`config.mk`:
```
export PLATFORM = sky130hd
export DESIGN_NAME = apsc_top
export DESIGN_NICKNAME = d
export VERILOG_FILES = /design/src/verilog/apsc_pkg.sv /design/src/verilog/apsc_wake_timer.sv /design/src/verilog/apsc_top.sv
export SDC_FILE = /design/constraint.sdc
export NUM_CORES = 1
export LEC_CHECK = 0
export BUFFER_PORTS_ARGS = -buffer_cell sky130_fd_sc_hd__buf_4
export CAP_MARGIN = 10
export CORE_UTILIZATION = 45
export CTS_CLUSTER_SIZE = 30
export DETAILED_ROUTE_END_ITERATION = 6
export MAX_ROUTING_LAYER = met4
export PLACE_DENSITY_LB_ADDON = 0.15
export SYNTH_ARGS = -nofsm -noshare
export SYNTH_HDL_FRONTEND = slang
export SYNTH_SLANG_ARGS = --single-unit
export TNS_END_PERCENT = 50
```
`constraint.sdc`:
```
create_clock -name sys_clk -period 2.1 [get_ports sys_clk]
set_input_delay 0.105 -clock sys_clk [delete_from_list [all_inputs] [get_ports sys_clk]]
set_output_delay 0.105 -clock sys_clk [all_outputs]
set_load 0.02 [all_outputs]
```
`src/verilog/apsc_pkg.sv`:
```
// Constants for the converter power-saving control block.
// Assumes an AXI4-Lite master and a 200 MHz sys_clk.
package apsc_pkg;
   localparam logic [3:0] CONV_CTRL_OFS = 4'h0;
   localparam logic [3:0] CLK_CTRL_OFS = 4'h4;
   localparam logic [3:0] STATUS_OFS = 4'h8;
   localparam logic [7:0] CONV_CTRL_RST = 8'h00;
   localparam logic [7:0] CONV_CTRL_WMASK = 8'h5b;
   localparam int SWEEP_LSB = 0;
   localparam int RES_BIT = 3;
   localparam int FREQ_BIT = 4;
   localparam int REF_BIT = 6;
   localparam int EXTCLK_BIT = 0;
   localparam int SYSCLK_BIT = 1;
   localparam int REF_SETTLE_NS = 1000;
   localparam int CLK_PERIOD_NS = 5;
   localparam int REF_SETTLE_CYC = (REF_SETTLE_NS + CLK_PERIOD_NS - 1) / CLK_PERIOD_NS;
   localparam int WDT_WAIT_CYC = 4096;
   typedef enum logic [1:0] {APSC_SWEEP2, APSC_SWEEP4, APSC_SWEEP5, APSC_SWEEPX} apsc_sweep_t;
   typedef enum logic [1:0] {APSC_SINGLE, APSC_REPEAT0, APSC_OTHER} apsc_mode_t;
   typedef enum logic [1:0] {APSC_RUN, APSC_STOP, APSC_WAKE} apsc_state_t;
endpackage : apsc_pkg

```
`src/verilog/apsc_wake_timer.sv`:
```
// Down counter that signals when a wait has elapsed.
// Assumes start is a one-cycle pulse on sys_clk.
`timescale 1ns/1ps
module apsc_wake_timer #(
   parameter int COUNT = 4096
) (
   input wire logic sys_clk,
   input wire logic rst,
   input wire logic start,
   output logic busy
);
   logic [15:0] cnt_r;
   always_ff @(posedge sys_clk or posedge rst) begin
      if (rst) begin
         cnt_r <= 16'h0000;
      end else if (start) begin
         cnt_r <= 16'(COUNT);
      end else if (cnt_r != 16'h0000) begin
         cnt_r <= cnt_r - 16'h0001;
      end
   end
   assign busy = (cnt_r != 16'h0000);
endmodule : apsc_wake_timer

```
`src/verilog/apsc_top.sv`:
```
// Converter control register and power-saving controls behind AXI4-Lite.
// Assumes stop requests and wake interrupts come from same-clock logic.
//
// The address map and the AXI4-Lite interface to the registers are this design's own decisions.
`timescale 1ns/1ps
module apsc_top #(
   parameter int WDT_CYC = apsc_pkg::WDT_WAIT_CYC
) (
   input wire logic sys_clk,
   input wire logic rst,
   input wire logic [3:0] s_axi_awaddr,
   input wire logic s_axi_awvalid,
   output logic s_axi_awready,
   input wire logic [31:0] s_axi_wdata,
   input wire logic [3:0] s_axi_wstrb,
   input wire logic s_axi_wvalid,
   output logic s_axi_wready,
   output logic [1:0] s_axi_bresp,
   output logic s_axi_bvalid,
   input wire logic s_axi_bready,
   input wire logic [3:0] s_axi_araddr,
   input wire logic s_axi_arvalid,
   output logic s_axi_arready,
   output logic [31:0] s_axi_rdata,
   output logic [1:0] s_axi_rresp,
   output logic s_axi_rvalid,
   input wire logic s_axi_rready,
   input wire apsc_pkg::apsc_mode_t sweepMode,
   input wire logic stopReq,
   input wire logic wakeIrq,
   output logic oscDriveEn,
   output logic xtalOut,
   output logic xtalOutEn,
   output logic cpuRun,
   output logic refConnect,
   output logic refReady,
   output logic res10Bit,
   output logic freqSel1,
   output logic [4:0] sweepEnable
);
   import apsc_pkg::*;

   logic [7:0] convCtrl_r;
   logic [1:0] clkCtrl_r;
   logic [3:0] awAddr_r;
   logic [31:0] wData_r;
   logic [3:0] wStrb_r;
   logic awHave_r;
   logic wHave_r;
   logic bValid_r;
   logic [1:0] bResp_r;
   logic rValid_r;
   logic [31:0] rData_r;
   logic [1:0] rResp_r;
   logic [15:0] settle_r;
   apsc_state_t state_r;
   apsc_state_t state_nxt;

   // Register select, shared by the write and read decoders
   function automatic logic reg_hit(input logic [3:0] addr, input logic [3:0] ofs);
      return addr == ofs;
   endfunction : reg_hit

   // Stop exit needs the watchdog wait unless an external clock runs with system clock select 0
   function automatic logic wdt_on_wake(input logic [1:0] clkSel);
      return !clkSel[EXTCLK_BIT] || clkSel[SYSCLK_BIT];
   endfunction : wdt_on_wake

   // Input enables per sweep code; the unused code enables none
   function automatic logic [4:0] sweep_pins(input apsc_sweep_t sel);
      logic [4:0] pins;
      pins = 5'h00;
      unique case (sel)
         APSC_SWEEP2: pins = 5'h03;
         APSC_SWEEP4: pins = 5'h0f;
         APSC_SWEEP5: pins = 5'h1f;
         APSC_SWEEPX: pins = 5'h00;
      endcase
      return pins;
   endfunction : sweep_pins

   wire doWrite = awHave_r && wHave_r && !bValid_r;
   wire wrConv = doWrite && reg_hit(awAddr_r, CONV_CTRL_OFS) && wStrb_r[0];
   wire wrClk = doWrite && reg_hit(awAddr_r, CLK_CTRL_OFS) && wStrb_r[0];
   wire wrOk = reg_hit(awAddr_r, CONV_CTRL_OFS) || reg_hit(awAddr_r, CLK_CTRL_OFS);
   wire [7:0] convWr = wData_r[7:0] & CONV_CTRL_WMASK;
   wire refReconnect = wrConv && convCtrl_r[REF_BIT] && !convWr[REF_BIT];
   wire doRead = s_axi_arvalid && !rValid_r;
   wire wdtBusy;
   wire wakeStart = (state_r == APSC_STOP) && wakeIrq;
   wire useWdt = wdt_on_wake(clkCtrl_r);
   wire [31:0] convRd = {24'h0, 1'b0, convCtrl_r[6:0]};
   wire [31:0] clkRd = {30'h0, clkCtrl_r};
   wire [31:0] statRd = {29'h0, cpuRun, refReady, refConnect};
   wire [31:0] rdMux = reg_hit(s_axi_araddr, CONV_CTRL_OFS) ? convRd :
                       reg_hit(s_axi_araddr, CLK_CTRL_OFS) ? clkRd :
                       reg_hit(s_axi_araddr, STATUS_OFS) ? statRd : 32'h0;
   wire rdOk = reg_hit(s_axi_araddr, CONV_CTRL_OFS) || reg_hit(s_axi_araddr, CLK_CTRL_OFS) ||
               reg_hit(s_axi_araddr, STATUS_OFS);

   assign s_axi_awready = !awHave_r;
   assign s_axi_wready = !wHave_r;
   assign s_axi_bvalid = bValid_r;
   assign s_axi_bresp = bResp_r;
   assign s_axi_arready = !rValid_r;
   assign s_axi_rvalid = rValid_r;
   assign s_axi_rdata = rData_r;
   assign s_axi_rresp = rResp_r;

   // Write channels: capture address and data in either order, then answer
   always_ff @(posedge sys_clk or posedge rst) begin
      if (rst) begin
         awHave_r <= 1'b0;
         wHave_r <= 1'b0;
         awAddr_r <= 4'h0;
         wData_r <= 32'h0;
         wStrb_r <= 4'h0;
         bValid_r <= 1'b0;
         bResp_r <= 2'h0;
      end else begin
         if (s_axi_awvalid && !awHave_r) begin
            awHave_r <= 1'b1;
            awAddr_r <= s_axi_awaddr;
         end
         if (s_axi_wvalid && !wHave_r) begin
            wHave_r <= 1'b1;
            wData_r <= s_axi_wdata;
            wStrb_r <= s_axi_wstrb;
         end
         if (doWrite) begin
            awHave_r <= 1'b0;
            wHave_r <= 1'b0;
            bValid_r <= 1'b1;
            bResp_r <= wrOk ? 2'h0 : 2'h2;
         end else if (bValid_r && s_axi_bready) begin
            bValid_r <= 1'b0;
         end
      end
   end

   // Read channel: one read at a time, data held until taken
   always_ff @(posedge sys_clk or posedge rst) begin
      if (rst) begin
         rValid_r <= 1'b0;
         rData_r <= 32'h0;
         rResp_r <= 2'h0;
      end else if (doRead) begin
         rValid_r <= 1'b1;
         rData_r <= rdMux;
         rResp_r <= rdOk ? 2'h0 : 2'h2;
      end else if (rValid_r && s_axi_rready) begin
         rValid_r <= 1'b0;
      end
   end

   // Sweep field is left unreset in spirit; cleared here only for a defined start
   always_ff @(posedge sys_clk or posedge rst) begin
      if (rst) begin
         convCtrl_r <= CONV_CTRL_RST;
         clkCtrl_r <= 2'h0;
      end else begin
         if (wrConv) begin
            convCtrl_r <= convWr;
         end
         if (wrClk) begin
            clkCtrl_r <= wData_r[1:0];
         end
      end
   end

   // Reference settle counter after reconnection
   always_ff @(posedge sys_clk or posedge rst) begin
      if (rst) begin
         settle_r <= 16'h0;
      end else if (refReconnect) begin
         settle_r <= 16'(REF_SETTLE_CYC);
      end else if (settle_r != 16'h0) begin
         settle_r <= settle_r - 16'h1;
      end
   end

   // Run, stop and wake sequencing
   always_comb begin
      state_nxt = state_r;
      unique case (state_r)
         APSC_RUN: begin
            if (stopReq) state_nxt = APSC_STOP;
         end
         APSC_STOP: begin
            if (wakeIrq) state_nxt = useWdt ? APSC_WAKE : APSC_RUN;
         end
         APSC_WAKE: begin
            if (!wdtBusy) state_nxt = APSC_RUN;
         end
         default: state_nxt = APSC_RUN;
      endcase
   end

   always_ff @(posedge sys_clk or posedge rst) begin
      if (rst) begin
         state_r <= APSC_RUN;
      end else begin
         state_r <= state_nxt;
      end
   end

   // Watchdog wait after a stop exit that needs it
   apsc_wake_timer #(.COUNT(WDT_CYC)) u_wdt (
      .sys_clk(sys_clk),
      .rst(rst),
      .start(wakeStart && useWdt),
      .busy(wdtBusy)
   );

   wire sweepLive = sweepMode == APSC_SINGLE || sweepMode == APSC_REPEAT0;
   wire [1:0] sweepSel = convCtrl_r[SWEEP_LSB +: 2];
   wire [4:0] sweepDec = sweep_pins(apsc_sweep_t'(sweepSel));

   assign oscDriveEn = !clkCtrl_r[EXTCLK_BIT];
   assign xtalOut = 1'b1;
   assign xtalOutEn = clkCtrl_r[EXTCLK_BIT];
   assign cpuRun = state_r == APSC_RUN;
   assign refConnect = !convCtrl_r[REF_BIT];
   assign refReady = refConnect && settle_r == 16'h0;
   assign res10Bit = convCtrl_r[RES_BIT];
   assign freqSel1 = convCtrl_r[FREQ_BIT];
   assign sweepEnable = sweepLive ? sweepDec : 5'h00;
endmodule : apsc_top

```
# == Word-level counts from Yosys, hierarchy flattened ==
# Index checks and enable logic that the tools add are counted.
# totals
register_bits,93
word_cells,96
out_inout_bits,54
in_bits,55
# classes
addsub,2
n_mux,24
n_reduce_logical,43
eq_ne,12
# op_table
operator,n
$mux 16,4
$reduce_bool 16->1,2
$sub 16x1->16 const B,2
$pmux 5 s4,1
$logic_and 1x1->1,16
$logic_not 16->1,1
$mux 2,6
$reduce_bool 2->1,6
$eq 4x3->1 const B,2
$logic_not 4->1,2
$mux 1,8
$logic_not 1->1,7
$mux 7,1
$eq 2x1->1 const B,3
$eq 2x2->1 const B,3
$logic_not 2->1,3
$mux 3,2
$ne 2x2->1 const B,3
$pmux 2 s3,1
$logic_or 1x1->1,5
$mux 5,1
$eq 4x4->1 const B,1
$reduce_and 3->1,1

# == Depth between registers and ports, before layout ==
# Gate-level depths: netlist of run 1.
# depth
word_depth,7
mapped_depth,6
depth_no_buf,6

# == Cells and area by module ==
# A second synthesis of run 1 with hierarchy kept.
# unflattened
hier_cells,350
area_unflattened_um2,3480.8
# by_module_without_submodules
mod,n_inst,cells_per_inst,area_each_um2,seq_area_each_um2
apsc_top,1,247,2517.4,1176.1
apsc_wake_timer,1,103,963.4,400.4

# == Least setup slack after synthesis of run 1 ==
# No wires, ideal clock.
# synth_path
kind,register -> register
start,register settle_r[0]
end,register settle_r[3]
setup_slack_ns,0.223
required_ns,2.021
stages_incl_launch_ff,7
arrival_ns,1.798
synth_period_minus_slack_ns,1.877
path_cell_list,dfrtp_1 > inv_1 > ha_1 > nor3b_2 > and3_2 > a2111oi_0 > mux2i_1
# synth_via
elab_chain_cells,3
# synth_lines
element,line_no,text
from (decl),apsc_top.sv:55,logic [15:0] settle_r;
from (signal assigned),apsc_top.sv:176,settle_r <= 16'(REF_SETTLE_CYC);
from (signal assigned),apsc_top.sv:178,settle_r <= settle_r - 16'h1;
$sub 16x1->16,apsc_top.sv:178,
$mux 16,apsc_top.sv:177,end else if (settle_r != 16'h0) begin
$mux 16,apsc_top.sv:175,end else if (refReconnect) begin
# Several ways; a longest one is shown, not always the timed one. The select of a mux whose other input is x is not followed.
# A chain may end at the register's enable or synchronous reset.

# == Final worst setup path of run 1 ==
# layout_path
start,register settle_r[1]
end,output port refReady
# layout_via
elab_chain_cells,2
# layout_lines
element,line_no,text
$logic_not 16->1,apsc_top.sv:224,assign refReady = refConnect && settle_r == 16'h0;
$logic_and 1x1->1,apsc_top.sv:224,
to (decl),apsc_top.sv:36,"output logic refReady,"
# Every way passes these cells.

==> out/metrics.yaml, run 1 <==
max_freq_mhz: 499.2
final_hold_viol_count: 0
grt_pass1_vias: 2783
cts_tree: "done"
clock-sinks: 63
clk_pin_slew_ns: 0.07
synth_seq_cells: 63
arrival_ns: 1.90
coreArea_mm2: 0.007331
viasPerCell: 5.281
stdcell_count: 534
reg2reg_from: "u_wdt.cnt_r[0]"
die_y_um: 89.62
crit_required_ns: 2.00
cap_viol_max_count: 0
status: "completed"
drtIter0Drc: 109
n_antenna_cell: 0
finalSetupViolCount: 0
ir_worst_vdd_mv: 0.8448
tightest_slew_ns: 0.6381
ant_nets: 0
dp.cells: 501
synth_area_leaders: "dfrtp_1, buf_4, mux2_2"
skew_ns: 0.01244
hold_depth: 2
wl_per_cell_um: 13.75
syn2layout_area_growth_pct: 24.70
ioPinCount: 109
p_total_mw: 5.618
tns_ns: 0
track_usage: 0.2120
wirelength_um: 7344
clock_path_buffers: 2
ctsRootBufferMaster: "clkbuf_8"
cts_buffers: 9
reg2reg_slack_ns: 0.15
end_kind: "primary output"
dp_hpwl_um: 5298
worstPathMaxFanout: 5
portBuffers: 48
hold_end: "wStrb_r[0]"
htreeDepth: 3
synth_top_area_share: 0.4564
rsz0062_at_grt: "no"
period_share: 0.9539
min_period_ns: 2.003
synth_edf_count: 0
syn_area_mm2: 0.003455
final_nets: 489
grt_pass1_wl_um: 12650
yosysSeqAreaShare: 0.4564
worstHoldStart: "s_axi_wstrb[0]"
power.density_mw_per_mm2: 1304
start_util: 0.4712
firstDrtPassIters: 4
synthCells: 352
syn_area_per_cell_um2: 9.814
cp-start-kind: "flip-flop"
power_leakage_nw: 1.982
grt_max_degree: 42
gr-total-overflow: 0
gp_congestion: 0.8524
worstSetupPathType: "reg -> out"
clk_latency_ns: 0.33
via_count: 2820
async_reset_ff_frac: 1.000
yosys_most_used_dff: "dfrtp_1"
r2r_end: "u_wdt.cnt_r[12]"
maxSlewHeadroom: 0.5636
drv_slew: 0
ys_warn_count: 0
dieArea_mm2: 0.008031
fin_util: 0.5876
drive_above_1_share: 0.2782
r2r_cells: 6
synth_common_cells: "dfrtp_1, buf_4, nand2_1"
rows: 31
hold_class: "in -> reg"
yosys.area.top_type: "dfrtp_1"
ys_types: 49
antenna_found_initial: 0
synth.most_common_cell: "dfrtp_1"
drc: 0
die_w_um: 89.62
[cell usage in the layout, fill, tap and decap left out, types with 13 or more instances in the layout]
cell	n
a21oi_1	21
buf_4	64
conb_1	29
dfrtp_1	63
dlygate4sd3_1	13
inv_1	14
mux2_2	14
nand2_1	25
nor2_1	21
nor3_1	15
o21ai_0	14
[sequential cells by signal, indices dropped and copies added (netlist names)]
signal,flops
s_axi_bresp,1
u_wdt.cnt_r,16
s_axi_rresp,1
s_axi_rdata,6
convCtrl_r,5
wData_r,5
awAddr_r,4
wHave_r,1
s_axi_bvalid,1
clkCtrl_r,2
awHave_r,1
state_r,2
settle_r,16
s_axi_rvalid,1
wStrb_r,1
[final cells by class]
type                       count  area [µm²]
sequential                    63        1577
clock inverter                 7       73.82
multi-input combinational    260        1704
clock buffer                   9       123.9
inverter                      17       63.81
timing repair buffer          79       641.9
fill                         662        3023
tap                           99       123.9
[worst max-delay path by stage]
stage	from	endpoint	slack, ns	cells past startpoint
after global placement	settle_r[0]	refReady	0.14	7
after detailed placement	settle_r[0]	settle_r[3]	0.12	6
after global routing	settle_r[1]	refReady	0.007	7
after CTS	settle_r[1]	refReady	0.003	7
after floorplan	settle_r[0]	settle_r[3]	0.22	6
final	settle_r[1]	refReady	0.1	7
[routing by layer]
metal | track usage | vias up | routed length (µm)
li1 | - | 1366 | -
met1 | 0.2635 | 1371 | 3440
met2 | 0.3402 | 66 | 3494
met3 | 0.03839 | 17 | 234
met4 | 0.09091 | 0 | 175
met5 | - | - | 0
[timing repair]
action | in CTS | in global routing
resized for setup | 11 | 4
pin swaps | 3 | 2
cloned | 0 | 0
endpoints found under the hold margin | 34 | 0
hold buffers | 13 | 0
buffers inserted | 3 | 1
setup endpoints to repair | 1 | 3
[critical path: stages, from the launching register on]
cell,delay (ns)
dfrtp_1,0.39
inv_2,0.07
ha_4,0.15
or3b_4,0.41
nor3_4,0.16
nand3_2,0.13
nor2_4,0.13
buf_6,0.12
[cells by family (layout without fill, tap and decap cells)]
kind of cell,after synthesis,count (layout),share of synthesized area
adders and majority gates,4,4,0.01449
other,2,29,0.002174
AOI/OAI and AO/OA,65,65,0.1217
and+or+nand+nor,139,139,0.2390
muxes,23,23,0.07171
DFF,63,63,0.4564
buffers and inverters,56,112,0.09453
[where the power goes]
part	leakage [nW]	switching, mW	internal [mW]
logic	1.09	1.25	1.07
registers	0.793	0.549	1.70
clock network	0.0992	0.498	0.550
[per-stage QoR]
stage                     setup WS [ns]  instance area, µm²  hold WS (ns)
after floorplan                  0.2230                3556        0.2014
after global placement           0.1368                3895        0.1839
after detailed placement         0.1222                3895        0.1857
after CTS                      0.002915                4288      0.001621
after global routing           0.007345                4308      0.001919
final                           0.09677                4308       0.01012
Note: power is estimated with default switching activity, not from simulation.
==> run 2, diff against run 1 <==
Settings changed: REMOVE_ABC_BUFFERS set to 1.
==> run 2 against run 1 <==
Fmax increased by 0.54%. Clock power about the same. Worst hold slack improved by 0.0023 ns. Register-to-register slack about the same. Sequential power about the same. Clock-buffer cell count increased by 1. Cell count increased by 0.37%. Critical path depth unchanged. First-iteration DRC count decreased by 14%. Flip-flop and latch count unchanged. Clock skew decreased by 0.0053 ns. Critical endpoint unchanged. Largest cell class unchanged. Highest routed layer unchanged.
==> out/metrics.yaml, run 2 (synthesis gave the netlist of run 1 again) <==
end_kind: "primary output"  # unchanged
ioPinCount: 109  # unchanged
ant_nets: 0  # unchanged
clock-sinks: 63  # unchanged
slowest_stage: "or3b_4"  # unchanged
clock_path_buffers: 2  # unchanged
postPlaceCellArea_mm2: 0.003933  # was 0.003895 mm²
grt_max_degree: 43  # was 42
coreArea_mm2: 0.007331  # unchanged
tightest_slew_ns: 0.5219  # was 0.6381 ns
start_util: 0.4712  # unchanged
drv_slew: 0  # unchanged
viasPerCell: 5.183  # was 5.281
dieArea_mm2: 0.008031  # unchanged
die_w_um: 89.62  # unchanged
grt_pass1_wl_um: 12520  # was 12,650 µm
finalSetupViolCount: 0  # unchanged
drtIter0Drc: 94  # was 109
clk_pin_slew_ns: 0.07  # about the same
antenna_found_initial: 0  # unchanged
clk_latency_ns: 0.33  # about the same
cap_viol_max_count: 0  # unchanged
crit_chain: "inv_2, ha_4, or3b_4, nor3_4, nand3_2, nor2_1, buf_4"  # was inv_2, ha_4, or3b_4, nor3_4, nand3_2, nor2_4, buf_6
final_cell_mix: "buf_4, dfrtp_1, conb_1"  # unchanged
p_total_mw: 5.634  # was 5.618 mW
track_usage: 0.2107  # was 0.2120
cts_buffers: 9  # unchanged
n_antenna_cell: 0  # unchanged
wirelength_um: 7211  # was 7344 µm
hold_class: "in -> reg"  # unchanged
fillers: 646  # was 662
power.density_mw_per_mm2: 1307  # was 1304 mW/mm²
fin_util: 0.5880  # was 0.5876
ctsRootBufferMaster: "clkbuf_8"  # unchanged
ir_worst_vdd_mv: 0.7282  # was 0.8448 mV
gr-total-overflow: 0  # unchanged
drc: 0  # unchanged
die_y_um: 89.62  # unchanged
maxSlewHeadroom: 0.6513  # was 0.5636
min_period_ns: 1.992  # was 2.003 ns
cts_tree: "done"  # unchanged
multi_input_area_mm2: 0.001690  # was 0.001704 mm²
wl_per_cell_um: 13.45  # was 13.75 µm
slowest_delay_ns: 0.41  # about the same
tns_ns: 0  # unchanged
layout_commonest_cell: "buf_4"  # unchanged
status: "completed"  # unchanged
worstSetupPathType: "reg -> out"  # unchanged
cp-start-kind: "flip-flop"  # unchanged
final_nets: 493  # was 489
gp_congestion: 0.8171  # was 0.8524
portBuffers: 48  # unchanged
htreeDepth: 3  # unchanged
via_count: 2778  # was 2,820
hold_ws_ns: 0.01239  # was 0.01012 ns
grt_pass1_vias: 2735  # was 2,783
crit_required_ns: 2.00  # about the same
rows: 31  # unchanged
rsz0062_at_grt: "yes"  # was no
dp_hpwl_um: 5248  # was 5298 µm
design_area_mm2: 0.004310  # was 0.004308 mm²
drive_above_1_share: 0.2769  # was 0.2782
syn2layout_area_growth_pct: 24.77  # was 24.70%
worstPathMaxFanout: 5  # unchanged
max_freq_mhz: 501.9  # was 499.2 MHz
ff_latch_area_mm2: 0.001577  # unchanged
final_hold_viol_count: 0  # unchanged
skew_ns: 0.007109  # was 0.01244 ns
firstDrtPassIters: 4  # unchanged
period_share: 0.9488  # was 0.9539
arrival_ns: 1.89  # was 1.90 ns
power_leakage_nw: 1.996  # was 1.982 nW
run 2: timing repair:
action                                  4_1_cts  5_1_grt
hold buffers                                 14        0
gates resized for setup                       5        5
endpoints found under the setup margin        1        2
setup buffers                                 1        1
pin swaps                                     2        2
hold endpoints to repair                     34        0
run 2: metal layers:
| layer | GRT usage | wire length, µm | up-vias |
|---|---|---|---|
| met4 | 0.08802 | 95 | 0 |
| met1 | 0.2583 | 3348 | 1332 |
| met2 | 0.3361 | 3422 | 70 |
| met5 | - | 0 | - |
| li1 | - | - | 1367 |
| met3 | 0.04753 | 345 | 9 |
run 2: worst max-delay path, delay by kind of cell (launching register included):
kind | cells | cell delay, ns
adder cells (fa/ha/maj) | 1 | 0.15
flip-flops | 1 | 0.39
buffers and inverters | 2 | 0.23
AND/OR/NAND/NOR | 4 | 0.80
run 2: metrics by stage:
stage	setup WS, ns	std cells
4_1_cts	0.01135	535
6_report	0.1075	536
2_1_floorplan	0.2230	340
3_3_place_gp	0.1083	506
5_1_grt	-0.004365	536
3_5_place_dp	0.1254	506
run 2: cell type report:
class / instances / area share
clock inverter: 4 / 0.01103
multi-input combinational: 260 / 0.3922
clock buffer: 10 / 0.03193
tap: 99 / 0.02874
sequential: 63 / 0.3657
timing repair buffer: 83 / 0.1556
inverter: 17 / 0.01480
run 2: path summary, 6_finish.rpt:
path | startpoint | endpoint | slack [ns] | cells after the start
worst max-delay path | settle_r[0] | refReady | 0.11 | 7
worst max register to register | u_wdt.cnt_r[0] | u_wdt.cnt_r[11] | 0.14 | 7
max in group asynchronous | rst | settle_r[14] | 1.15 | 4
min in group asynchronous | rst | u_wdt.cnt_r[10] | 0.36 | 3
worst min-delay path | s_axi_wstrb[0] | wStrb_r[0] | 0.01 | 2
worst min register to register | s_axi_rresp[1] | s_axi_rresp[1] | 0.49 | 2
run 2: power by group:
group / internal [mW] / total (mW) / switching [mW]
combinational: 1.13 / 2.40 / 1.27
sequential: 1.70 / 2.22 / 0.519
clock: 0.563 / 1.02 / 0.456
total: 3.39 / 5.63 / 2.24
